--- src/mmf_pkg.sv ---
package mmf_pkg;
  // Register byte offsets
  localparam logic [7:0] MMF_OFF_FLAGS = 8'h00;
  localparam logic [7:0] MMF_OFF_ADDR = 8'h04;
  localparam logic [7:0] MMF_OFF_IRQ_STAT = 8'h08;
  localparam logic [7:0] MMF_OFF_IRQ_MASK = 8'h0c;
  localparam logic [7:0] MMF_OFF_SP = 8'h10;
  localparam logic [7:0] MMF_OFF_PC = 8'h14;
  // Flag bit positions
  localparam int MMF_BIT_FETCH = 0;
  localparam int MMF_BIT_DATA = 1;
  localparam int MMF_BIT_UNSTK = 3;
  localparam int MMF_BIT_STK = 4;
  localparam int MMF_BIT_AVALID = 7;
  // Implemented flag mask, reserved bits 6:5 and 2 read zero
  localparam logic [7:0] MMF_IMPL_MASK = 8'h9b;
  localparam logic [7:0] MMF_FLAGS_RST = 8'h00;
  localparam logic [31:0] MMF_WORD_RST = 32'h0000_0000;
  // Bytes in one stacked context frame
  localparam logic [31:0] MMF_FRAME_BYTES = 32'h0000_0020;
  // AXI responses
  localparam logic [1:0] MMF_RESP_OKAY = 2'h0;
  localparam logic [1:0] MMF_RESP_SLVERR = 2'h2;
  // Kind of core event
  typedef enum logic [2:0] {
    MMF_EV_NONE, MMF_EV_STACK, MMF_EV_UNSTACK, MMF_EV_DATA, MMF_EV_FETCH
  } mmf_event_e;
endpackage

--- src/mmf_fault_decode.sv ---
// Classifies one core fault report into flag set pulses
module mmf_fault_decode
  import mmf_pkg::*;
(
  // Core report
  input wire logic valid_i,
  input wire mmf_event_e kind_i,
  input wire logic mpu_violation_i,
  input wire logic execute_never_i,
  // Decoded
  output logic [7:0] set_o,
  output logic capture_o
);
  // One flag per event kind; fetch into never-exec region faults even with no MPU
  always_comb begin
    set_o = MMF_FLAGS_RST;
    capture_o = 1'b0;
    if (valid_i) begin
      case (kind_i)
        MMF_EV_STACK: set_o[MMF_BIT_STK] = mpu_violation_i;
        MMF_EV_UNSTACK: set_o[MMF_BIT_UNSTK] = mpu_violation_i;
        MMF_EV_DATA: begin
          set_o[MMF_BIT_DATA] = mpu_violation_i;
          capture_o = mpu_violation_i;
        end
        MMF_EV_FETCH: set_o[MMF_BIT_FETCH] = mpu_violation_i | execute_never_i;
        default: set_o = MMF_FLAGS_RST;
      endcase
    end
  end
endmodule

--- src/mmf_top.sv ---
module mmf_top
  import mmf_pkg::*;
(
  // Clock and reset
  input wire logic CLK_I,
  input wire logic RESET_I,
  // Core fault report, single cycle pulse
  input wire logic FAULT_VALID_I,
  input wire mmf_event_e FAULT_KIND_I,
  input wire logic MPU_VIOLATION_I,
  input wire logic EXECUTE_NEVER_I,
  input wire logic [31:0] FAULT_ADDR_I,
  input wire logic [31:0] FAULT_PC_I,
  input wire logic [31:0] SP_I,
  // AXI4-Lite write
  input wire logic [7:0] AWADDR_I,
  input wire logic AWVALID_I,
  output logic AWREADY_O,
  input wire logic [31:0] WDATA_I,
  input wire logic [3:0] WSTRB_I,
  input wire logic WVALID_I,
  output logic WREADY_O,
  output logic [1:0] BRESP_O,
  output logic BVALID_O,
  input wire logic BREADY_I,
  // AXI4-Lite read
  input wire logic [7:0] ARADDR_I,
  input wire logic ARVALID_I,
  output logic ARREADY_O,
  output logic [31:0] RDATA_O,
  output logic [1:0] RRESP_O,
  output logic RVALID_O,
  input wire logic RREADY_I,
  // Core results
  output logic [31:0] SP_O,
  output logic [31:0] STACKED_PC_O,
  output logic IRQ_O
);
  typedef struct packed {
    logic [7:0] flags;
    logic [31:0] addr;
    logic [7:0] irq_stat;
    logic [7:0] irq_mask;
    logic [31:0] sp;
    logic [31:0] pc;
    logic aw_got;
    logic [7:0] aw_addr;
    logic w_got;
    logic [31:0] w_data;
    logic [3:0] w_strb;
    logic bvalid;
    logic [1:0] bresp;
    logic rvalid;
    logic [31:0] rdata;
    logic [1:0] rresp;
    logic irq;
    logic aw_rdy;
    logic w_rdy;
    logic ar_rdy;
  } mmf_state_s;

  mmf_state_s s_q;
  mmf_state_s s_d;
  logic [7:0] set;
  logic capture;
  logic wr_fire;
  logic rd_fire;
  logic [7:0] w1c;
  logic [7:0] rd_clear;

  // Fault classification
  mmf_fault_decode u_decode (
    .valid_i(FAULT_VALID_I),
    .kind_i(FAULT_KIND_I),
    .mpu_violation_i(MPU_VIOLATION_I),
    .execute_never_i(EXECUTE_NEVER_I),
    .set_o(set),
    .capture_o(capture)
  );

  assign wr_fire = s_q.aw_got && s_q.w_got && !s_q.bvalid;
  assign rd_fire = ARVALID_I && !s_q.rvalid;

  // Next state
  always_comb begin
    s_d = s_q;
    w1c = MMF_FLAGS_RST;
    rd_clear = MMF_FLAGS_RST;
    // Address and data accepted in either order
    if (AWVALID_I && !s_q.aw_got) begin
      s_d.aw_got = 1'b1;
      s_d.aw_addr = AWADDR_I;
    end
    if (WVALID_I && !s_q.w_got) begin
      s_d.w_got = 1'b1;
      s_d.w_data = WDATA_I;
      s_d.w_strb = WSTRB_I;
    end
    // Register writes
    if (wr_fire) begin
      s_d.aw_got = 1'b0;
      s_d.w_got = 1'b0;
      s_d.bvalid = 1'b1;
      s_d.bresp = MMF_RESP_OKAY;
      case (s_q.aw_addr)
        MMF_OFF_FLAGS: if (s_q.w_strb[0]) w1c = s_q.w_data[7:0] & MMF_IMPL_MASK;
        MMF_OFF_IRQ_MASK: if (s_q.w_strb[0]) s_d.irq_mask = s_q.w_data[7:0] & MMF_IMPL_MASK;
        MMF_OFF_ADDR, MMF_OFF_IRQ_STAT, MMF_OFF_SP, MMF_OFF_PC: s_d.bresp = MMF_RESP_OKAY;
        default: s_d.bresp = MMF_RESP_SLVERR;
      endcase
    end
    if (s_q.bvalid && BREADY_I) begin
      s_d.bvalid = 1'b0;
    end
    // Register reads; reading interrupt status clears it
    if (rd_fire) begin
      s_d.rvalid = 1'b1;
      s_d.rresp = MMF_RESP_OKAY;
      s_d.rdata = MMF_WORD_RST;
      case (ARADDR_I)
        MMF_OFF_FLAGS: s_d.rdata[7:0] = s_q.flags & MMF_IMPL_MASK;
        MMF_OFF_ADDR: s_d.rdata = s_q.addr;
        MMF_OFF_IRQ_STAT: begin
          s_d.rdata[7:0] = s_q.irq_stat;
          rd_clear = s_q.irq_stat;
        end
        MMF_OFF_IRQ_MASK: s_d.rdata[7:0] = s_q.irq_mask;
        MMF_OFF_SP: s_d.rdata = s_q.sp;
        MMF_OFF_PC: s_d.rdata = s_q.pc;
        default: s_d.rresp = MMF_RESP_SLVERR;
      endcase
    end
    if (s_q.rvalid && RREADY_I) begin
      s_d.rvalid = 1'b0;
    end
    // Sticky flags; a new set wins over a same-cycle clear
    s_d.flags = ((s_q.flags & ~w1c) | set) & MMF_IMPL_MASK;
    // Captured address marks valid; clearing is software's job
    if (capture) begin
      s_d.addr = FAULT_ADDR_I;
      s_d.flags[MMF_BIT_AVALID] = 1'b1;
    end
    // Stack pointer and stacked PC per fault kind
    if (set[MMF_BIT_STK]) begin
      s_d.sp = SP_I - MMF_FRAME_BYTES;
    end
    if (set[MMF_BIT_UNSTK]) begin
      s_d.sp = SP_I;
    end
    if (set[MMF_BIT_DATA] || set[MMF_BIT_FETCH]) begin
      s_d.sp = SP_I - MMF_FRAME_BYTES;
      s_d.pc = FAULT_PC_I;
    end
    // Interrupt status events
    s_d.irq_stat = ((s_q.irq_stat & ~rd_clear) | set) & MMF_IMPL_MASK;
    if (capture) begin
      s_d.irq_stat[MMF_BIT_AVALID] = 1'b1;
    end
    s_d.irq = |(s_d.irq_stat & s_d.irq_mask);
    // Ready outputs kept as flops of their own
    s_d.aw_rdy = !s_d.aw_got;
    s_d.w_rdy = !s_d.w_got;
    s_d.ar_rdy = !s_d.rvalid;
  end

  // State register
  always_ff @(posedge CLK_I or posedge RESET_I) begin
    if (RESET_I) begin
      s_q <= '0;
      s_q.aw_rdy <= 1'b1;
      s_q.w_rdy <= 1'b1;
      s_q.ar_rdy <= 1'b1;
    end else begin
      s_q <= s_d;
    end
  end

  // Outputs straight from flops
  assign AWREADY_O = s_q.aw_rdy;
  assign WREADY_O = s_q.w_rdy;
  assign BVALID_O = s_q.bvalid;
  assign BRESP_O = s_q.bresp;
  assign ARREADY_O = s_q.ar_rdy;
  assign RVALID_O = s_q.rvalid;
  assign RDATA_O = s_q.rdata;
  assign RRESP_O = s_q.rresp;
  assign SP_O = s_q.sp;
  assign STACKED_PC_O = s_q.pc;
  assign IRQ_O = s_q.irq;
endmodule

--- config.mk ---
export PLATFORM = sky130hd
export DESIGN_NAME = mmf_top
export DESIGN_NICKNAME = d
export VERILOG_FILES = /design/src/mmf_pkg.sv /design/src/mmf_fault_decode.sv /design/src/mmf_top.sv
export SDC_FILE = /design/constraint.sdc
export NUM_CORES = 1
export LEC_CHECK = 0
export BUFFER_PORTS_ARGS = -buffer_cell sky130_fd_sc_hd__buf_2
export CAP_MARGIN = 30
export CORE_ASPECT_RATIO = 0.5
export CORE_MARGIN = 2
export CORE_UTILIZATION = 53
export CTS_BUF_LIST = sky130_fd_sc_hd__clkbuf_8
export DETAILED_ROUTE_END_ITERATION = 12
export PLACE_DENSITY_LB_ADDON = 0.2
export SYNTH_ARGS = -nofsm -noshare
export SYNTH_HDL_FRONTEND = slang
export SYNTH_HIERARCHICAL = 1
export SYNTH_SLANG_ARGS = --single-unit
--- constraint.sdc ---
create_clock -name CLK_I -period 5.3 [get_ports CLK_I]
set_input_delay 0.265 -clock CLK_I [delete_from_list [all_inputs] [get_ports CLK_I]]
set_output_delay 0.265 -clock CLK_I [all_outputs]
set_load 0.02 [all_outputs]
==> impl_metrics.sql, run 1 <==
INSERT INTO impl_metrics (metric_group, metric, value, unit) VALUES
('drt', 'drt_iter0_drc', '408', ''),
('cells_and_area', 'filler_cells', '1242', ''),
('die', 'floorplan.rows', '31', ''),
('sta', 'rsz0062_at_grt', 'false', ''),
('sta', 'final_hold_violations', '0', ''),
('drt', 'postRouteWirelength', '19.74', 'mm'),
('critical_path', 'timing.critical_path.required', '5.67', 'ns'),
('drt', 'vias_per_cell', '5.506', ''),
('global_route', 'wire_length_of_the_first_global_routing_pass', '31.40', 'mm'),
('placement', 'gp_congestion', '0.8155', ''),
('sta', 'setup_viol', '0', ''),
('cells_and_area', 'mostFrequentLayoutCell', 'buf_2', ''),
('die', 'ioPinCount', '267', ''),
('global_route', 'grt_antenna_before_repair', '1', ''),
('status', 'outcome', 'finished clean', ''),
('critical_path', 'end_kind', 'register', ''),
('sta', 'ratio_of_final_minimum_period_to_clock_period', '44.59', '%'),
('cts', 'tritoncts_clock_tree', 'built', ''),
('die', 'die_height', '91.40', 'um'),
('die', 'dieArea', '16340', 'sq um'),
('yosys', 'post_synth.cell_area_avg', '11.25', 'sq um'),
('sta', 'worst_pin_slew', '0.9134', 'ns'),
('cells_and_area', 'final_cell_area', '9388', 'sq um'),
('cells_and_area', 'num-nets-final', '1027', ''),
('pwr', 'worst_ir_drop_vdd', '0.2543', 'mV'),
('cells_and_area', 'count_of_inserted_antenna_diode_cells', '0', ''),
('cts', 'cts.hold.buffers_added', '17', ''),
('cells_and_area', 'final_cell_mix', 'buf_2 (234), dfrtp_1 (164), nand2_1 (71)', ''),
('cts', 'ctsResizeCount', '0', ''),
('drt', 'routed-via-count', '5924', ''),
('cts', 'clock-root-buffer', 'clkbuf_8', ''),
('min_path', 'hp-class', 'in2reg', ''),
('critical_path', 'critPathLaunchType', 'register', ''),
('yosys', 'yosysWarningCount', '6', ''),
('yosys', 'syn-instance-count', '720', ''),
('die', 'core', '14700', 'sq um'),
('global_route', 'pin_count_of_the_biggest_net_entering_global_routing', '105', ''),
('global_route', 'global_route.usage.total', '24.96', '%'),
('die', 'initial_utilization', '55.08', '%'),
('sta', 'relSlewSlack', '38.97', '%'),
('pwr', 'p_leak', '4.316', 'nW'),
('drt', 'avgRoutedWirePerCell', '18.34', 'um'),
('critical_path', 'path_class', 'reg2reg', ''),
('drt', 'detailed_router_iteration_count_before_antenna_repair', '6', ''),
('critical_path', 'critical_path_peak_fanout', '34', ''),
('cts', 'postCtsSetupBuffers', '0', ''),
('global_route', 'grt_pass1_vias', '6046', ''),
('die', 'chipWidth', '178.8', 'um'),
('cells_and_area', 'synthToLayoutAreaGrowth', '15.95', '%'),
('placement', 'io_buffer_count', '234', ''),
('cts', 'worst_setup_hold_path_clk_slew', '0.09', 'ns'),
('sta', 'finalMaxSlewViolations', '0', ''),
('sta', 'setup_total_negative_slack', '0', 'ns'),
('sta', 'skew', '0.01125', 'ns'),
('yosys', 'syn-cell-area', '8097', 'sq um'),
('sta', 'period_needed', '2.363', 'ns'),
('flow_run', 'max-cap-violations', '0', ''),
('cts', 'number_of_buffers_inserted_during_clock_tree_synthesis', '17', ''),
('cells_and_area', 'drive_above_1_share', '40.77', '%'),
('global_route', 'gr-total-overflow', '0', ''),
('sta', 'fmax', '0.4232', 'GHz'),
('cts', 'cts.htree.levels', '4', ''),
('cts', 'cts_buffer_depth', '2', ''),
('placement', 'detailed_place.area', '8777', 'sq um'),
('critical_path', 'timing.critical_path.arrival', '2.73', 'ns'),
('drt', 'detail-route-antenna-nets', '0', ''),
('drt', 'residual_drc_count', '0', ''),
('cts', 'clk-insertion-delay-late', '0.45', 'ns'),
('pwr', 'power_density', '371.3', 'nW/um^2'),
('pwr', 'power', '3.485', 'mW'),
('placement', 'post-dp-hpwl', '13.86', 'mm'),
('cts', 'clock-sinks', '167', '');
cell type report:
class	instances	area, sq um	share of cell area [%]
well taps	198	247.7	2.639
flip-flops and latches	167	4183	44.56
inverters	9	38.79	0.4132
multi-input cells	405	3010	32.07
clock inverters	15	158.9	1.693
repair buffers	265	1515	16.14
clock buffers	17	234.0	2.492
worst max-delay path: stages (launching register included):
cell	delay, ns
dfrtp_1	0.43
nand2b_2	0.59
or4_1	0.84
buf_16	0.24
o21ai_1	0.16
where the power goes:
group	switching (mW)	total (mW)	leakage, nW	internal [mW]
Combinational	0.444	0.801	2.07	0.357
Sequential	0.203	1.76	2.06	1.56
Clock	0.534	0.927	0.192	0.393
through the flow:
step                      setup WS (ns)  instances  utilization [%]  hold WS, ns
after global routing              2.848       1076            63.86     0.002184
after detailed placement          2.586       1024            59.71       0.4545
after floorplan                  0.5216        721                -       0.3548
after global placement            2.631       1021            59.26       0.4511
after CTS                         2.932       1073            63.54    0.0001252
final                             2.937       1076            63.86      0.02859
worst paths after layout:
path	startpoint	endpoint	slack, ns	cells past startpoint
min in group asynchronous	RESET_I	STACKED_PC_O[4]	0.26	3
hold reg to reg	RDATA_O[30]	RDATA_O[30]	0.49	2
setup reg to reg	RVALID_O	RDATA_O[19]	2.94	4
max in group asynchronous	RESET_I	SP_O[4]	3.56	5
hold / removal	FAULT_PC_I[22]	STACKED_PC_O[22]	0.03	2
setup / recovery	RVALID_O	RDATA_O[19]	2.94	4
sequential cells by signal, summed over array words and instances (netlist names):
register	cells
IRQ_O	1
RVALID_O	1
ARREADY_O	1
RDATA_O	32
BRESP_O	1
SP_O	32
WREADY_O	1
BVALID_O	1
AWREADY_O	1
s_q	63
STACKED_PC_O	32
RRESP_O	1
routing by layer:
metal	global-route usage, %	share of wire [%]	vias up
li1	-	-	2758
met1	33.30	44	2949
met2	40.77	48	194
met3	5.988	7.1	21
met4	6.843	1.0	2
met5	0	0.066	-
Power figures use the tool's default switching activity.
==> inputs of run 2 (changes only) <==
- clock period: 5.3 -> 2.3 ns (I/O delays scaled with it)
==> run 2 against run 1 <==
  * Flip-flop and latch count did not move
  * Via count rose by 8.9%
  * Die area did not move
  * Count of clock-buffer cells in the layout rose by 4
  * Register-to-register slack got worse by 2.9 ns
  * Total power rose by 140%
  * Global-route usage rose by 2.5 points
  * Routed wire length rose by 11%
  * Critical path type unchanged
  * Critical endpoint is now IRQ_O
==> impl_metrics.sql, run 2 (synthesis results as in run 1) <==
INSERT INTO impl_metrics (metric_group, metric, value, unit) VALUES
('status', 'outcome', 'finished clean', ''),
('cts', 'clock-sinks', '167', ''),
('die', 'chipWidth', '178.8', 'um'),
('critical_path', 'critPathLaunchType', 'register', ''),
('global_route', 'gr-total-overflow', '0', ''),
('pwr', 'p_leak', '4.784', 'nW'),
('sta', 'period_needed', '2.223', 'ns'),
('cells_and_area', 'count_of_inserted_antenna_diode_cells', '0', ''),
('global_route', 'wire_length_of_the_first_global_routing_pass', '34.68', 'mm'),
('min_path', 'hp-class', 'in2reg', ''),
('drt', 'detailed_router_iteration_count_before_antenna_repair', '7', ''),
('pwr', 'internal_power', '5.713', 'mW'),
('critical_path', 'timing.critical_path.required', '2.63', 'ns'),
('global_route', 'grt_antenna_before_repair', '0', ''),
('placement', 'io_buffer_count', '234', ''),
('pwr', 'reg_power_share', '48.6', '%'),
('drt', 'residual_drc_count', '0', ''),
('drt', 'drt_iter0_drc', '543', ''),
('sta', 'rsz0062_at_grt', 'false', ''),
('cts', 'cts_buffer_depth', '2', ''),
('sta', 'worst_pin_slew', '0.7478', 'ns'),
('cells_and_area', 'final_cell_mix', 'buf_2 (235), dfrtp_1 (164), dlygate4sd3_1 (114)', ''),
('die', 'dieArea', '16340', 'sq um'),
('sta', 'finalMaxSlewViolations', '0', ''),
('sta', 'final_hold_violations', '0', ''),
('cells_and_area', 'filler_cells', '1071', ''),
('cells_and_area', 'synthToLayoutAreaGrowth', '29.27', '%'),
('sta', 'setup_viol', '0', ''),
('cts', 'clk-insertion-delay-late', '0.45', 'ns'),
('sta', 'relSlewSlack', '50.04', '%'),
('pwr', 'power.switching_fraction', '32.03', '%'),
('flow_run', 'max-cap-violations', '0', ''),
('drt', 'detail-route-antenna-nets', '0', ''),
('pwr', 'power.share.clock', '27.2', '%'),
('critical_path', 'timing.reg2reg.worst_path_depth', '5', ''),
('die', 'ioPinCount', '267', ''),
('cells_and_area', 'mostFrequentLayoutCell', 'buf_2', ''),
('pwr', 'pwr-share-comb', '24.1', '%'),
('die', 'floorplan.rows', '31', ''),
('cts', 'ctsResizeCount', '0', ''),
('sta', 'setup_total_negative_slack', '0', 'ns'),
('drt', 'postRouteWirelength', '21.84', 'mm'),
('cts', 'clock-root-buffer', 'clkbuf_8', ''),
('cts', 'number_of_buffers_inserted_during_clock_tree_synthesis', '17', ''),
('cells_and_area', 'num-nets-final', '1135', ''),
('cts', 'cts.htree.levels', '4', ''),
('cells_and_area', 'multi_input_area', '3005', 'sq um'),
('critical_path', 'path_class', 'reg2reg', ''),
('critical_path', 'critical_path_peak_fanout', '5', ''),
('sta', 'skew', '0.01182', 'ns'),
('placement', 'dp_worst_setup_slack', '0.06798', 'ns'),
('die', 'initial_utilization', '55.08', '%'),
('global_route', 'global_route.usage.total', '27.45', '%'),
('pwr', 'total_switching_power', '2.692', 'mW'),
('global_route', 'grt_pass1_vias', '6662', ''),
('global_route', 'pin_count_of_the_biggest_net_entering_global_routing', '85', ''),
('cts', 'tritoncts_clock_tree', 'built', ''),
('die', 'die_height', '91.40', 'um'),
('pwr', 'worst_ir_drop_vdd', '0.6067', 'mV'),
('sta', 'fmax', '0.4499', 'GHz'),
('critical_path', 'timing.critical_path.arrival', '2.55', 'ns'),
('cts', 'worst_setup_hold_path_clk_slew', '0.10', 'ns'),
('cells_and_area', 'drive_above_1_share', '37.56', '%'),
('cells_and_area', 'area.sequential', '4183', 'sq um'),
('sta', 'finalWorstSetupSlack', '0.07732', 'ns'),
('drt', 'avgRoutedWirePerCell', '18.46', 'um'),
('drt', 'routed-via-count', '6451', ''),
('drt', 'vias_per_cell', '5.453', ''),
('pwr', 'power_density', '803.1', 'nW/um^2'),
('die', 'core', '14700', 'sq um'),
('cells_and_area', 'registers.top_by_ff_count', 's_q', ''),
('placement', 'post-dp-hpwl', '14.08', 'mm'),
('placement', 'gp_congestion', '0.8296', ''),
('min_path', 'hold_path_depth', '3', ''),
('critical_path', 'end_kind', 'register', ''),
('cells_and_area', 'largest_register_ffs', '63', ''),
('sta', 'ratio_of_final_minimum_period_to_clock_period', '96.64', '%');
-- run 2: cell types whose count changed in the layout (fill, tap and decap cells not counted), moves of 2 or more --
cell / previous run / this run
bufinv_16: 1 / 3
clkbuf_8: 17 / 21
inv_6: 6 / 1
buf_4: 8 / 19
buf_12: 0 / 5
buf_16: 3 / 0
dlygate4sd3_1: 19 / 114
inv_8: 4 / 0
-- run 2: metal layers --
layer / global-route usage, % / wire (um) / up-vias
li1: - / - / 2970
met1: 35.40 / 9305 / 3198
met2: 45.80 / 10730 / 252
met3: 6.281 / 1422 / 31
met4: 9.011 / 379 / 0
met5: 0 / 0 / -
-- run 2: worst max-delay path: stages (launching register included) --
cell,delay (ns)
dfrtp_1,0.39
or4_4,0.54
or4_4,0.59
mux2_4,0.33
a22oi_2,0.16
nand4_1,0.11
-- run 2: worst paths after layout --
check                      startpoint          to  slack [ns]
setup / recovery              s_q[79]       IRQ_O        0.08
hold / removal                SP_I[8]     SP_O[8]        0.04
setup reg to reg              s_q[79]       IRQ_O        0.08
hold reg to reg            RDATA_O[6]  RDATA_O[6]        0.49
max in group asynchronous     RESET_I   ARREADY_O        1.49
min in group asynchronous     RESET_I    SP_O[12]        0.38
-- run 2: power by group through the flow --
stage | clock, mW | combinational, mW | sequential, mW
5_1_grt | 2.44 | 2.20 | 4.16
4_1_cts | 2.32 | 2.01 | 4.06
2_1_floorplan | 0 | 1.60 | 3.99
3_5_place_dp | 0 | 1.84 | 4.12
6_report | 2.29 | 2.03 | 4.09
3_3_place_gp | 0 | 1.79 | 4.08
-- run 2: timing repair --
item | 4_1_cts | 5_1_grt
hold endpoints to repair | 279 | 0
buffers inserted | 0 | 3
hold buffers | 114 | 0
endpoints found under the setup margin | 0 | 4
-- run 2: metrics by stage --
| step | power [mW] | utilization (%) | cell area, sq um | cells | hold slack (ns) |
|---|---|---|---|---|---|
| CTS | 8.391 | 71.04 | 10440 | 1180 | 0.005890 |
| detailed placement | 5.965 | 60.34 | 8870 | 1035 | 0.3066 |
| floorplan | 5.594 | - | 8104 | 721 | 0.2048 |
| global route | 8.802 | 71.20 | 10470 | 1183 | 0.05134 |
| finish | 8.405 | 71.20 | 10470 | 1183 | 0.03965 |
| global placement | 5.870 | 60.30 | 8865 | 1034 | 0.3032 |
-- run 2: final cells by class --
type                    count  area share, %
flip-flops and latches    167          39.96
multi-input cells         405          28.71
clock inverters            10          1.375
inverters                   9         0.3586
repair buffers            373          24.46
well taps                 198          2.367
clock buffers              21          2.762
